--- config.mk ---
export PLATFORM = sky130hd
export DESIGN_NAME = dic_top
export DESIGN_NICKNAME = d
export VERILOG_FILES = /design/src/rtl/dic_pkg.sv /design/src/rtl/dic_top.sv
export VERILOG_INCLUDE_DIRS = /design/src /design/src/rtl
export SDC_FILE = /design/constraint.sdc
export NUM_CORES = 1
export LEC_CHECK = 0
export BUFFER_PORTS_ARGS = -buffer_cell sky130_fd_sc_hd__buf_2
export CAP_MARGIN = 20
export CORE_ASPECT_RATIO = 0.75
export CORE_MARGIN = 5
export CORE_UTILIZATION = 45
export CTS_BUF_LIST = sky130_fd_sc_hd__clkbuf_4 sky130_fd_sc_hd__clkbuf_8 sky130_fd_sc_hd__clkbuf_16
export CTS_CLUSTER_SIZE = 12
export DETAILED_ROUTE_END_ITERATION = 10
export HOLD_SLACK_MARGIN = 0.02
export PLACE_DENSITY = 0.64
export SLEW_MARGIN = 20
export SYNTH_ARGS = -nofsm -noshare
export SYNTH_HDL_FRONTEND = slang
export SYNTH_SLANG_ARGS = --single-unit
--- constraint.sdc ---
create_clock -name CLK_I -period 9.15 [get_ports CLK_I]
set_input_delay 0.4575 -clock CLK_I [delete_from_list [all_inputs] [get_ports CLK_I]]
set_output_delay 0.4575 -clock CLK_I [all_outputs]
set_load 0.02 [all_outputs]
--- src/rtl/dic_defs.svh ---
// Offsets, field positions, reset values and timing counts of the input block
`ifndef DIC_DEFS_SVH
`define DIC_DEFS_SVH
// Register byte offsets on APB
`define DIC_OFS_GATE      8'h00
`define DIC_OFS_POLARITY  8'h04
`define DIC_OFS_OVR_SEL   8'h08
`define DIC_OFS_OVR_LEVEL 8'h0c
`define DIC_OFS_RAW       8'h10
`define DIC_OFS_THRESH    8'h14
`define DIC_OFS_SUMMARY   8'h18
`define DIC_OFS_OUTCMD    8'h1c
`define DIC_OFS_CONTROL   8'h20
// Field layout
`define DIC_NUM_IN        6
`define DIC_NUM_SPECIAL   3
`define DIC_NUM_THRESH    4
`define DIC_NUM_OUT       4
`define DIC_LEVEL_LSB     16
`define DIC_BIT_NEG_LIMIT 0
`define DIC_BIT_POS_LIMIT 1
`define DIC_BIT_HOME      2
`define DIC_BIT_BRAKE     0
`define DIC_BIT_ROUTE     0
// Reset values
`define DIC_RST_WORD      32'h0000_0000
// Timing: sample period and clock period in ns
`define DIC_SAMPLE_NS     1000000
`define DIC_CLK_NS        50
`define DIC_TICK_CYCLES   (`DIC_SAMPLE_NS / `DIC_CLK_NS)
`endif

--- src/rtl/dic_pkg.sv ---
// Types shared by the input conditioning block
package dic_pkg;
  // Software configuration that shapes input processing
  typedef struct packed {
    logic [5:0] gate;
    logic [5:0] invert;
    logic [5:0] ovr_sel;
    logic [5:0] ovr_level;
    logic [3:0] thresh;
    logic       route;
  } dic_cfg_type;
  // Register selected by an APB address
  typedef enum logic [3:0] {
    DIC_SEL_GATE, DIC_SEL_POL, DIC_SEL_OSEL, DIC_SEL_OLEV, DIC_SEL_RAW,
    DIC_SEL_THR, DIC_SEL_SUM, DIC_SEL_OUT, DIC_SEL_CTL, DIC_SEL_NONE
  } dic_sel_type;
endpackage

--- src/rtl/dic_top.sv ---
// Digital input conditioning with APB registers and output command word
`timescale 1ns/1ps
`include "dic_defs.svh"
`default_nettype none
module dic_top #(
  parameter int TICK_CYCLES = `DIC_TICK_CYCLES
) (
  // Clock and reset
  input  wire logic                     CLK_I,
  input  wire logic                     RST_B_I,
  // APB slave
  input  wire logic                     PSEL_I,
  input  wire logic                     PENABLE_I,
  input  wire logic                     PWRITE_I,
  input  wire logic [7:0]               PADDR_I,
  input  wire logic [31:0]              PWDATA_I,
  output logic      [31:0]              PRDATA_O,
  output logic                          PREADY_O,
  output logic                          PSLVERR_O,
  // Input pins
  input  wire logic [`DIC_NUM_IN-1:0]   IN_PIN_I,
  // Threshold select, four bits for the six inputs, 1 selects 24 V
  output logic      [`DIC_NUM_THRESH-1:0] THRESH_24V_O,
  // Output command levels and brake
  output logic      [`DIC_NUM_OUT-1:0]  OUT_LEVEL_O,
  output logic                          BRAKE_O
);
  import dic_pkg::*;

  localparam int TW = $clog2(TICK_CYCLES);
  localparam int NI = `DIC_NUM_IN;
  localparam int LS = `DIC_LEVEL_LSB;
  localparam int NS = `DIC_NUM_SPECIAL;

  // Reset release through two flops
  logic rst_s1_reg;
  logic rst_n;
  always_ff @(posedge CLK_I or negedge RST_B_I) begin
    if (!RST_B_I) begin
      rst_s1_reg <= 1'b0;
      rst_n      <= 1'b0;
    end else begin
      rst_s1_reg <= 1'b1;
      rst_n      <= rst_s1_reg;
    end
  end

  // Pin synchroniser; first stage feeds only the second
  logic [NI-1:0] in_s1_reg;
  logic [NI-1:0] in_s2_reg;
  always_ff @(posedge CLK_I or negedge rst_n) begin
    if (!rst_n) begin
      in_s1_reg <= '0;
      in_s2_reg <= '0;
    end else begin
      in_s1_reg <= IN_PIN_I;
      in_s2_reg <= in_s1_reg;
    end
  end

  // Millisecond tick divider
  logic [TW-1:0] tick_cnt_reg;
  logic [TW-1:0] tick_cnt_next;
  logic          tick_reg;
  logic          tick_next;
  always_comb begin
    tick_next     = 1'b0;
    tick_cnt_next = tick_cnt_reg + 1'b1;
    if (tick_cnt_reg == TW'(TICK_CYCLES - 1)) begin
      tick_cnt_next = '0;
      tick_next     = 1'b1;
    end
  end
  always_ff @(posedge CLK_I or negedge rst_n) begin
    if (!rst_n) begin
      tick_cnt_reg <= '0;
      tick_reg     <= 1'b0;
    end else begin
      tick_cnt_reg <= tick_cnt_next;
      tick_reg     <= tick_next;
    end
  end

  // Sampling: a new level is taken only when two ticks agree,
  // so a pulse shorter than one period never reaches the summary
  logic [NI-1:0] samp_reg;
  logic [NI-1:0] samp_next;
  logic [NI-1:0] stable_reg;
  logic [NI-1:0] stable_next;
  logic          upd_reg;
  always_comb begin
    samp_next   = samp_reg;
    stable_next = stable_reg;
    if (tick_reg) begin
      samp_next = in_s2_reg;
      for (int i = 0; i < NI; i++) begin
        if (in_s2_reg[i] == samp_reg[i]) begin
          stable_next[i] = in_s2_reg[i];
        end
      end
    end
  end
  always_ff @(posedge CLK_I or negedge rst_n) begin
    if (!rst_n) begin
      samp_reg   <= '0;
      stable_reg <= '0;
      upd_reg    <= 1'b0;
    end else begin
      samp_reg   <= samp_next;
      stable_reg <= stable_next;
      upd_reg    <= tick_reg;
    end
  end

  // Configuration and command registers
  dic_cfg_type cfg_reg;
  dic_cfg_type cfg_next;
  logic [31:0] outcmd_reg;
  logic [31:0] outcmd_next;
  logic [31:0] summary_reg;
  logic [31:0] summary_next;

  // Per-input processing chain
  logic [NI-1:0] forced;
  logic [NI-1:0] level;
  logic [NS-1:0] special;
  always_comb begin
    forced  = '0;
    level   = '0;
    special = '0;
    for (int i = 0; i < NI; i++) begin
      // Override first, then polarity, per own bit only
      forced[i] = cfg_reg.ovr_sel[i] ? cfg_reg.ovr_level[i]
                                     : stable_reg[i];
      level[i]  = forced[i] ^ cfg_reg.invert[i];
    end
    for (int i = 0; i < NS; i++) begin
      special[i] = level[i] & cfg_reg.gate[i];
    end
    if (cfg_reg.route) begin
      // Routing table lives elsewhere; words above are ignored here
      level   = stable_reg;
      special = stable_reg[NS-1:0];
    end
  end

  // Summary refresh, all bits at once after each sample
  always_comb begin
    summary_next = summary_reg;
    if (upd_reg) begin
      summary_next          = '0;
      summary_next[NS-1:0]  = special;
      summary_next[LS+:NI]  = level;
    end
  end
  always_ff @(posedge CLK_I or negedge rst_n) begin
    if (!rst_n) begin
      summary_reg <= `DIC_RST_WORD;
    end else begin
      summary_reg <= summary_next;
    end
  end

  // APB decode
  dic_sel_type sel;
  always_comb begin
    unique case (PADDR_I)
      `DIC_OFS_GATE:      sel = DIC_SEL_GATE;
      `DIC_OFS_POLARITY:  sel = DIC_SEL_POL;
      `DIC_OFS_OVR_SEL:   sel = DIC_SEL_OSEL;
      `DIC_OFS_OVR_LEVEL: sel = DIC_SEL_OLEV;
      `DIC_OFS_RAW:       sel = DIC_SEL_RAW;
      `DIC_OFS_THRESH:    sel = DIC_SEL_THR;
      `DIC_OFS_SUMMARY:   sel = DIC_SEL_SUM;
      `DIC_OFS_OUTCMD:    sel = DIC_SEL_OUT;
      `DIC_OFS_CONTROL:   sel = DIC_SEL_CTL;
      default:            sel = DIC_SEL_NONE;
    endcase
  end

  // APB slave: one wait-free access phase, ready from a flop
  logic        setup;
  logic        wr_acc;
  logic [31:0] rdata;
  logic [31:0] prdata_reg;
  logic [31:0] prdata_next;
  logic        pready_reg;
  logic        pslverr_reg;
  logic        pslverr_next;
  assign setup  = PSEL_I & ~PENABLE_I;
  assign wr_acc = PSEL_I & PENABLE_I & pready_reg & PWRITE_I;
  always_comb begin
    rdata = '0;
    unique case (sel)
      DIC_SEL_GATE: rdata[NI-1:0] = cfg_reg.gate;
      DIC_SEL_POL:  rdata[NI-1:0] = cfg_reg.invert;
      DIC_SEL_OSEL: rdata[NI-1:0] = cfg_reg.ovr_sel;
      DIC_SEL_OLEV: rdata[NI-1:0] = cfg_reg.ovr_level;
      DIC_SEL_RAW:  rdata[NI-1:0] = stable_reg;
      DIC_SEL_THR:  rdata[`DIC_NUM_THRESH-1:0] = cfg_reg.thresh;
      DIC_SEL_SUM:  rdata = summary_reg;
      DIC_SEL_OUT:  rdata = outcmd_reg;
      DIC_SEL_CTL:  rdata[`DIC_BIT_ROUTE] = cfg_reg.route;
      DIC_SEL_NONE: rdata = '0;
    endcase
    prdata_next  = prdata_reg;
    pslverr_next = 1'b0;
    if (setup) begin
      prdata_next  = PWRITE_I ? '0 : rdata;
      pslverr_next = (sel == DIC_SEL_NONE);
    end
  end

  // Register writes, only on the completing access edge
  always_comb begin
    cfg_next    = cfg_reg;
    outcmd_next = outcmd_reg;
    if (wr_acc) begin
      unique case (sel)
        DIC_SEL_GATE: cfg_next.gate      = PWDATA_I[NI-1:0];
        DIC_SEL_POL:  cfg_next.invert    = PWDATA_I[NI-1:0];
        DIC_SEL_OSEL: cfg_next.ovr_sel   = PWDATA_I[NI-1:0];
        DIC_SEL_OLEV: cfg_next.ovr_level = PWDATA_I[NI-1:0];
        DIC_SEL_THR:  cfg_next.thresh    = PWDATA_I[`DIC_NUM_THRESH-1:0];
        DIC_SEL_OUT:  outcmd_next        = PWDATA_I;
        DIC_SEL_CTL:  cfg_next.route     = PWDATA_I[`DIC_BIT_ROUTE];
        DIC_SEL_RAW,
        DIC_SEL_SUM,
        DIC_SEL_NONE: cfg_next = cfg_reg;
      endcase
    end
  end
  always_ff @(posedge CLK_I or negedge rst_n) begin
    if (!rst_n) begin
      cfg_reg     <= '0;
      outcmd_reg  <= `DIC_RST_WORD;
      prdata_reg  <= '0;
      pready_reg  <= 1'b0;
      pslverr_reg <= 1'b0;
    end else begin
      cfg_reg     <= cfg_next;
      outcmd_reg  <= outcmd_next;
      prdata_reg  <= prdata_next;
      pready_reg  <= setup;
      pslverr_reg <= pslverr_next;
    end
  end

  // Pin-facing outputs, each from a flop
  logic [`DIC_NUM_OUT-1:0]    out_lvl_reg;
  logic [`DIC_NUM_THRESH-1:0] thr_reg;
  logic                       brake_reg;
  always_ff @(posedge CLK_I or negedge rst_n) begin
    if (!rst_n) begin
      out_lvl_reg <= '0;
      thr_reg     <= '0;
      brake_reg   <= 1'b0;
    end else begin
      out_lvl_reg <= outcmd_reg[LS+:`DIC_NUM_OUT];
      thr_reg     <= cfg_reg.thresh;
      brake_reg   <= outcmd_reg[`DIC_BIT_BRAKE];
    end
  end

  assign PRDATA_O     = prdata_reg;
  assign PREADY_O     = pready_reg;
  assign PSLVERR_O    = pslverr_reg;
  assign THRESH_24V_O = thr_reg;
  assign OUT_LEVEL_O  = out_lvl_reg;
  assign BRAKE_O      = brake_reg;
endmodule
`default_nettype wire

=== After elaboration in Yosys (flattened, before gate mapping) ===
Index checks and enable logic that the tools add are counted.
W data, S select, Z words.

* Bits in registers: 156
* Input port bits: 51

* Add/sub/neg operators: 1
* Equality and inequality tests: 24
* Mux-type cells: 17
* Bitwise gates (word level): 14
* Reductions and logical operators: 15

{| class="wikitable"
|+ Operator list
! cell !! count
|-
| $pmux W26 S2 || 1
|-
| $pmux W4 S9 || 1
|-
| $eq A8 B5 Y1 const B || 4
|-
| $mux W32 || 1
|-
| $reduce_and A2 Y1 || 13
|-
| $pmux W3 S8 || 1
|-
| $eq A4 B3 Y1 const B || 4
|-
| $eq A8 B4 Y1 const B || 2
|-
| $add A15 B1 Y15 const B || 1
|-
| $eq A15 B15 Y1 const B || 1
|-
| $mux W15 || 1
|-
| $pmux W2 S6 || 1
|-
| $pmux W1 S10 || 1
|-
| $eq A4 B2 Y1 const B || 2
|-
| $eq A4 B4 Y1 const B || 2
|-
| $eq A8 B3 Y1 const B || 1
|-
| $eq A8 B6 Y1 const B || 1
|-
| $logic_not A8 Y1 || 1
|-
| $mux W1 || 8
|-
| $and A1 B1 Y1 || 7
|-
| $eq A1 B1 Y1 || 6
|-
| $mux W6 || 1
|-
| $xor A1 B1 Y1 || 6
|-
| $eq A4 B1 Y1 const B || 1
|-
| other kinds (3) || 3
|}

=== Logic depth before layout (Yosys ltp) ===
* Depth after elaboration: 5
* Depth in mapped cells: 7
* Gate-level depth less buffers: 5

=== Worst setup path after synthesis ===
No wires, ideal clock.

* Path kind: input -> register
* Start point: input PADDR_I[4]
* End point: register cfg_reg[17] in the netlist's numbering
* Setup time: 0.125 ns
* Arrival time: 1.688 ns
* Setup slack: 7.337 ns
* Stages: 4
* Path buffers: 1
* Cell sequence: buf_4 or4_4 nor2_4 mux2_2

* Cells in the longest elaborated chain, start to end: 4
* Elaborated cells between the ends (all ways): 12
* Those cells by class: eq/ne: 9; mux: 1; reduce/logical: 2

{| class="wikitable"
|+ Ends and longest elaborated chain
! item !! RTL line !! RTL
|-
| start: declaration || dic_top.sv:15 || <nowiki>input wire logic [7:0] PADDR_I,</nowiki>
|-
| $eq A8 B6 Y1 (tied with other cells) || dic_top.sv:167 || <nowiki>unique case (PADDR_I)</nowiki>
|-
| $pmux W4 S9 * || dic_top.sv:167 ||
|-
| $eq A4 B1 Y1 * || dic_top.sv:219 || <nowiki>unique case (sel)</nowiki>
|-
| $reduce_and A2 Y1 (no line) * || n/a ||
|-
| end signal: assignment || dic_top.sv:241 || <nowiki>cfg_reg <= cfg_next;</nowiki>
|-
| end: declaration || dic_top.sv:116 || <nowiki>dic_cfg_type cfg_reg;</nowiki>
|}

Mark *: on every way between the ends. The rest lies on a longest branch, timed or not.
A chain may end at the register's enable or synchronous reset.

=== Worst setup path after layout ===
* Start point: input PADDR_I[4]
* End point: register outcmd_reg[11]

* Cells in the longest elaborated chain, start to end: 4
* Elaborated cells between the ends (all ways): 12
* Those cells by class: eq/ne: 9; mux: 1; reduce/logical: 2

{| class="wikitable"
|+ Ends and longest elaborated chain
! item !! RTL line !! RTL
|-
| $eq A8 B6 Y1 (tied with other cells) || dic_top.sv:167 ||
|-
| $pmux W4 S9 * || dic_top.sv:167 ||
|-
| $eq A4 B3 Y1 * || dic_top.sv:219 ||
|-
| $reduce_and A2 Y1 (no line) * || n/a ||
|-
| end signal: assignment || dic_top.sv:236 || <nowiki>outcmd_reg <= `DIC_RST_WORD;</nowiki>
|-
| end signal: assignment || dic_top.sv:242 || <nowiki>outcmd_reg <= outcmd_next;</nowiki>
|-
| end: declaration || dic_top.sv:118 || <nowiki>logic [31:0] outcmd_reg;</nowiki>
|}

Marked as above.

==> Implementation_results.wiki <==
{| class="wikitable"
! Metric !! Value
|-
| Synthesis Warnings || 0
|-
| Final std cells w/o fill || 802
|-
| Level count of the clock H-tree || 4
|-
| Worst-case register-to-register setup slack || 7.14 ns
|-
| Most frequent cells in the layout || dfrtp_1, buf_2, mux2_2
|-
| Worst reg2reg startpoint || PREADY_O
|-
| Power density over the cells || 190 mW/mm^2
|-
| Worst-case setup slack after placement || 6.58 ns
|-
| Share of total power in sequential cells || 0.474
|-
| Hold buffer count at CTS || 1
|-
| Number of nets in the synthesized netlist || 548
|-
| Clock Latency Late Sink || 0.42 ns
|-
| Clock buffer count from CTS || 17
|-
| Overall routing resource usage || 0.174
|-
| Post-Synthesis Cells || 496
|-
| Final routed DRC violation total || 0
|-
| Most common cell after layout, fill and taps aside || dfrtp_1
|-
| Net switching power || 0.309 mW
|-
| Hold path start || IN_PIN_I[4]
|-
| Slew margin rel. || 0.520
|-
| Overall power after layout || 1.48 mW
|-
| Floorplan die width || 149 um
|-
| Total gr overflow || 0
|-
| Type of the tightest min-delay check || in2reg
|-
| Number of vias in the routed layout || 4308
|-
| Maximum frequency from static timing analysis || 471 MHz
|-
| Worst hold path stage count || 1
|-
| Cell leakage power || 3.90 nW
|-
| Share of total power consumed by net switching || 0.209
|-
| Detail-routed net length per standard cell || 17.7 um
|-
| Number of post-CTS setup repair buffers || 0
|-
| Worst endpoint required time || 9.45 ns
|-
| Actual slew at the worst max-slew pin || 0.721 ns
|-
| Hold path endpoint || in_s1_reg[4]
|-
| Maximum buffer depth of the clock tree || 2
|-
| Mapped Avg Cell Area || 13.2 um^2
|-
| Status || completed
|-
| Via count of the first global-routing pass || 4319
|-
| Vias per Instance || 5.37
|-
| Total number of placement rows || 38
|-
| Final net count || 642
|-
| Root buffer cell || clkbuf_16
|-
| Proportion of layout cells with a drive suffix above 1 || 0.362
|-
| Combinational power share || 0.031
|-
| Worst Clk Skew || 0.00821 ns
|-
| Effective utilization at floorplan || 0.455
|-
| Clock tree from TritonCTS || yes
|-
| First drt pass iteration count || 4
|-
| Total Die Area || 0.0171 mm^2
|-
| Number of different library cells in the post-synthesis netlist || 60
|-
| Length in cells of the worst reg-to-reg path || 4
|-
| Highest ir drop seen on vdd || 0.000131 V
|-
| Share of flip-flops with an asynchronous set or reset || 1.00
|-
| Ant. Diodes || 0
|-
| Maximum number of pins on one net before global-route repair || 61
|-
| Weighted congestion reported at the end of routability-driven placement || 0.842
|-
| Post-route antenna net violation count || 0
|-
| IO Port Bufs || 93
|-
| Number of enable-type register cells in the synthesized netlist || 0
|-
| I/O Pins || 94
|-
| Worst setup EP type || flip-flop
|-
| Sink count of the clock tree || 156
|-
| Final wirelength || 14200 um
|-
| Share of the yosys chip area belonging to registers || 0.597
|-
| Post-placement cell count || 770
|-
| Synth Register Bits || 156
|-
| Antenna violations before repair || 1
|-
| Fin crit share || 0.232
|-
| Floorplan die height || 114 um
|-
| Combined area of the multi-input logic cells || 0.00250 mm^2
|-
| P&R area growth vs syn || 19.5%
|-
| Worst setup SP type || primary input
|-
| Part of the power in the clock network || 0.496
|-
| Global-route wire length before repair || 22900 um
|-
| Shortest clock period the worst path allows after layout || 2.12 ns
|-
| Post-detailed-placement half-perimeter wirelength || 9760 um
|-
| Most frequently used flop master after synthesis || dfrtp_1
|-
| Core area || 0.0144 mm^2
|-
| Crit Path Category || in2reg
|-
| Iteration-0 DRC count of the detailed router || 284
|-
| Peak fanout along the critical path || 20
|-
| Slack of the critical path || 7.03 ns
|-
| Clock slew at reported path FFs || 0.06 ns
|-
| Number of max-cap violations || 0
|-
| Setup repair after global routing missed its margin || false
|-
| Fin. max-slew vios || 0
|-
| Number of cells upsized or downsized after cts || 0
|-
| Accumulated negative setup slack || 0 ns
|-
| Total area of sequential cells || 0.00391 mm^2
|-
| Arrival @ worst endpoint || 2.42 ns
|-
| Summed instance area of the synthesized netlist || 0.00654 mm^2
|-
| Hold violation count in the final report || 0
|-
| Layout filler cell count || 1219
|-
| Crit Reg-Reg Endpoint || outcmd_reg[11]
|-
| Design internal power || 1.17 mW
|-
| Setup Viol. Count Final || 0
|}
routing by layer:
layer / GRT usage / part of all wire / vias to the layer above
met1: 0.250 / 0.48 / 2160
met5: 0 / 0.00092 / -
met3: 0.0507 / 0.063 / 22
met2: 0.255 / 0.44 / 127
met4: 0.0555 / 0.012 / 2
li1: - / - / 1997
how the worst max path moves through the flow:
stage	from	to	cells past startpoint
2_1_floorplan	rst_n	BRAKE_O	0
3_3_place_gp	PADDR_I[4]	outcmd_reg[11]	5
3_5_place_dp	PADDR_I[4]	outcmd_reg[22]	5
4_1_cts	PADDR_I[4]	outcmd_reg[3]	5
5_1_grt	PADDR_I[4]	outcmd_reg[3]	5
6_report	PADDR_I[4]	outcmd_reg[11]	5
cell type report:
cell class,instances,share of cell area
flip-flops and latches,156,0.500
multi-input cells,311,0.320
repair buffers,99,0.0657
clock buffers,23,0.0626
well taps,200,0.0320
clock inverters,8,0.0170
inverters,5,0.00240
critical path: stages:
cell	delay, ns
buf_2	0.38
nor4b_4	0.37
nand4_2	0.48
buf_4	0.43
mux2_2	0.30
cells in the mapped netlist (all sizes together) (2+ instances only):
master,count,area (um^2)
a21oi,21,105
o2111ai,2,17.5
o211ai,5,37.5
inv,5,18.8
and2,2,15.0
o21ai,17,85.1
mux2i,15,150
nor4,5,37.5
a31oi,2,12.5
mux2,70,833
dfrtp,156,3900
nand2b,10,62.6
or3,7,48.8
mux4,4,90.1
nor3,3,15.0
o21a,5,37.5
a22oi,6,45.0
xnor2,6,52.6
or2,2,12.5
a22o,21,184
buf,14,83.8
o221ai,2,17.5
nand4,7,50.1
nand2,27,101
o211a,3,30.0
clkbuf,10,37.5
nand3,8,40.0
and3,3,18.8
xor2,9,78.8
nor2,30,120
or4,2,22.5
kinds of logic after synthesis:
kind of cell / count (synthesis) / share of synthesized area
compound gates: 91 / 0.0982
xor+xnor: 15 / 0.0201
fa+ha+maj: 1 / 0.00191
buf+inv: 29 / 0.0214
flops: 156 / 0.597
mux: 89 / 0.164
other cells: 1 / 0.000574
simple gates: 114 / 0.0966
per-stage QoR:
step	area, um^2	hold WS (ns)	utilization
floorplan	6540	0.162	-
global placement	7180	0.243	0.500
detailed placement	7180	0.248	0.500
CTS	7810	0.120	0.544
global route	7810	0.121	0.544
finish	7810	0.133	0.544
power groups by stage:
stage               Sequential (mW)  Combinational (mW)  Clock [mW]
finish                        0.701              0.0455       0.734
detailed placement            0.714              0.0460           0
global placement              0.714              0.0451           0
global route                  0.702              0.0512       0.778
CTS                           0.701              0.0465       0.748
floorplan                     0.720              0.0165           0
No activity file was read; power rests on OpenSTA's default activity.
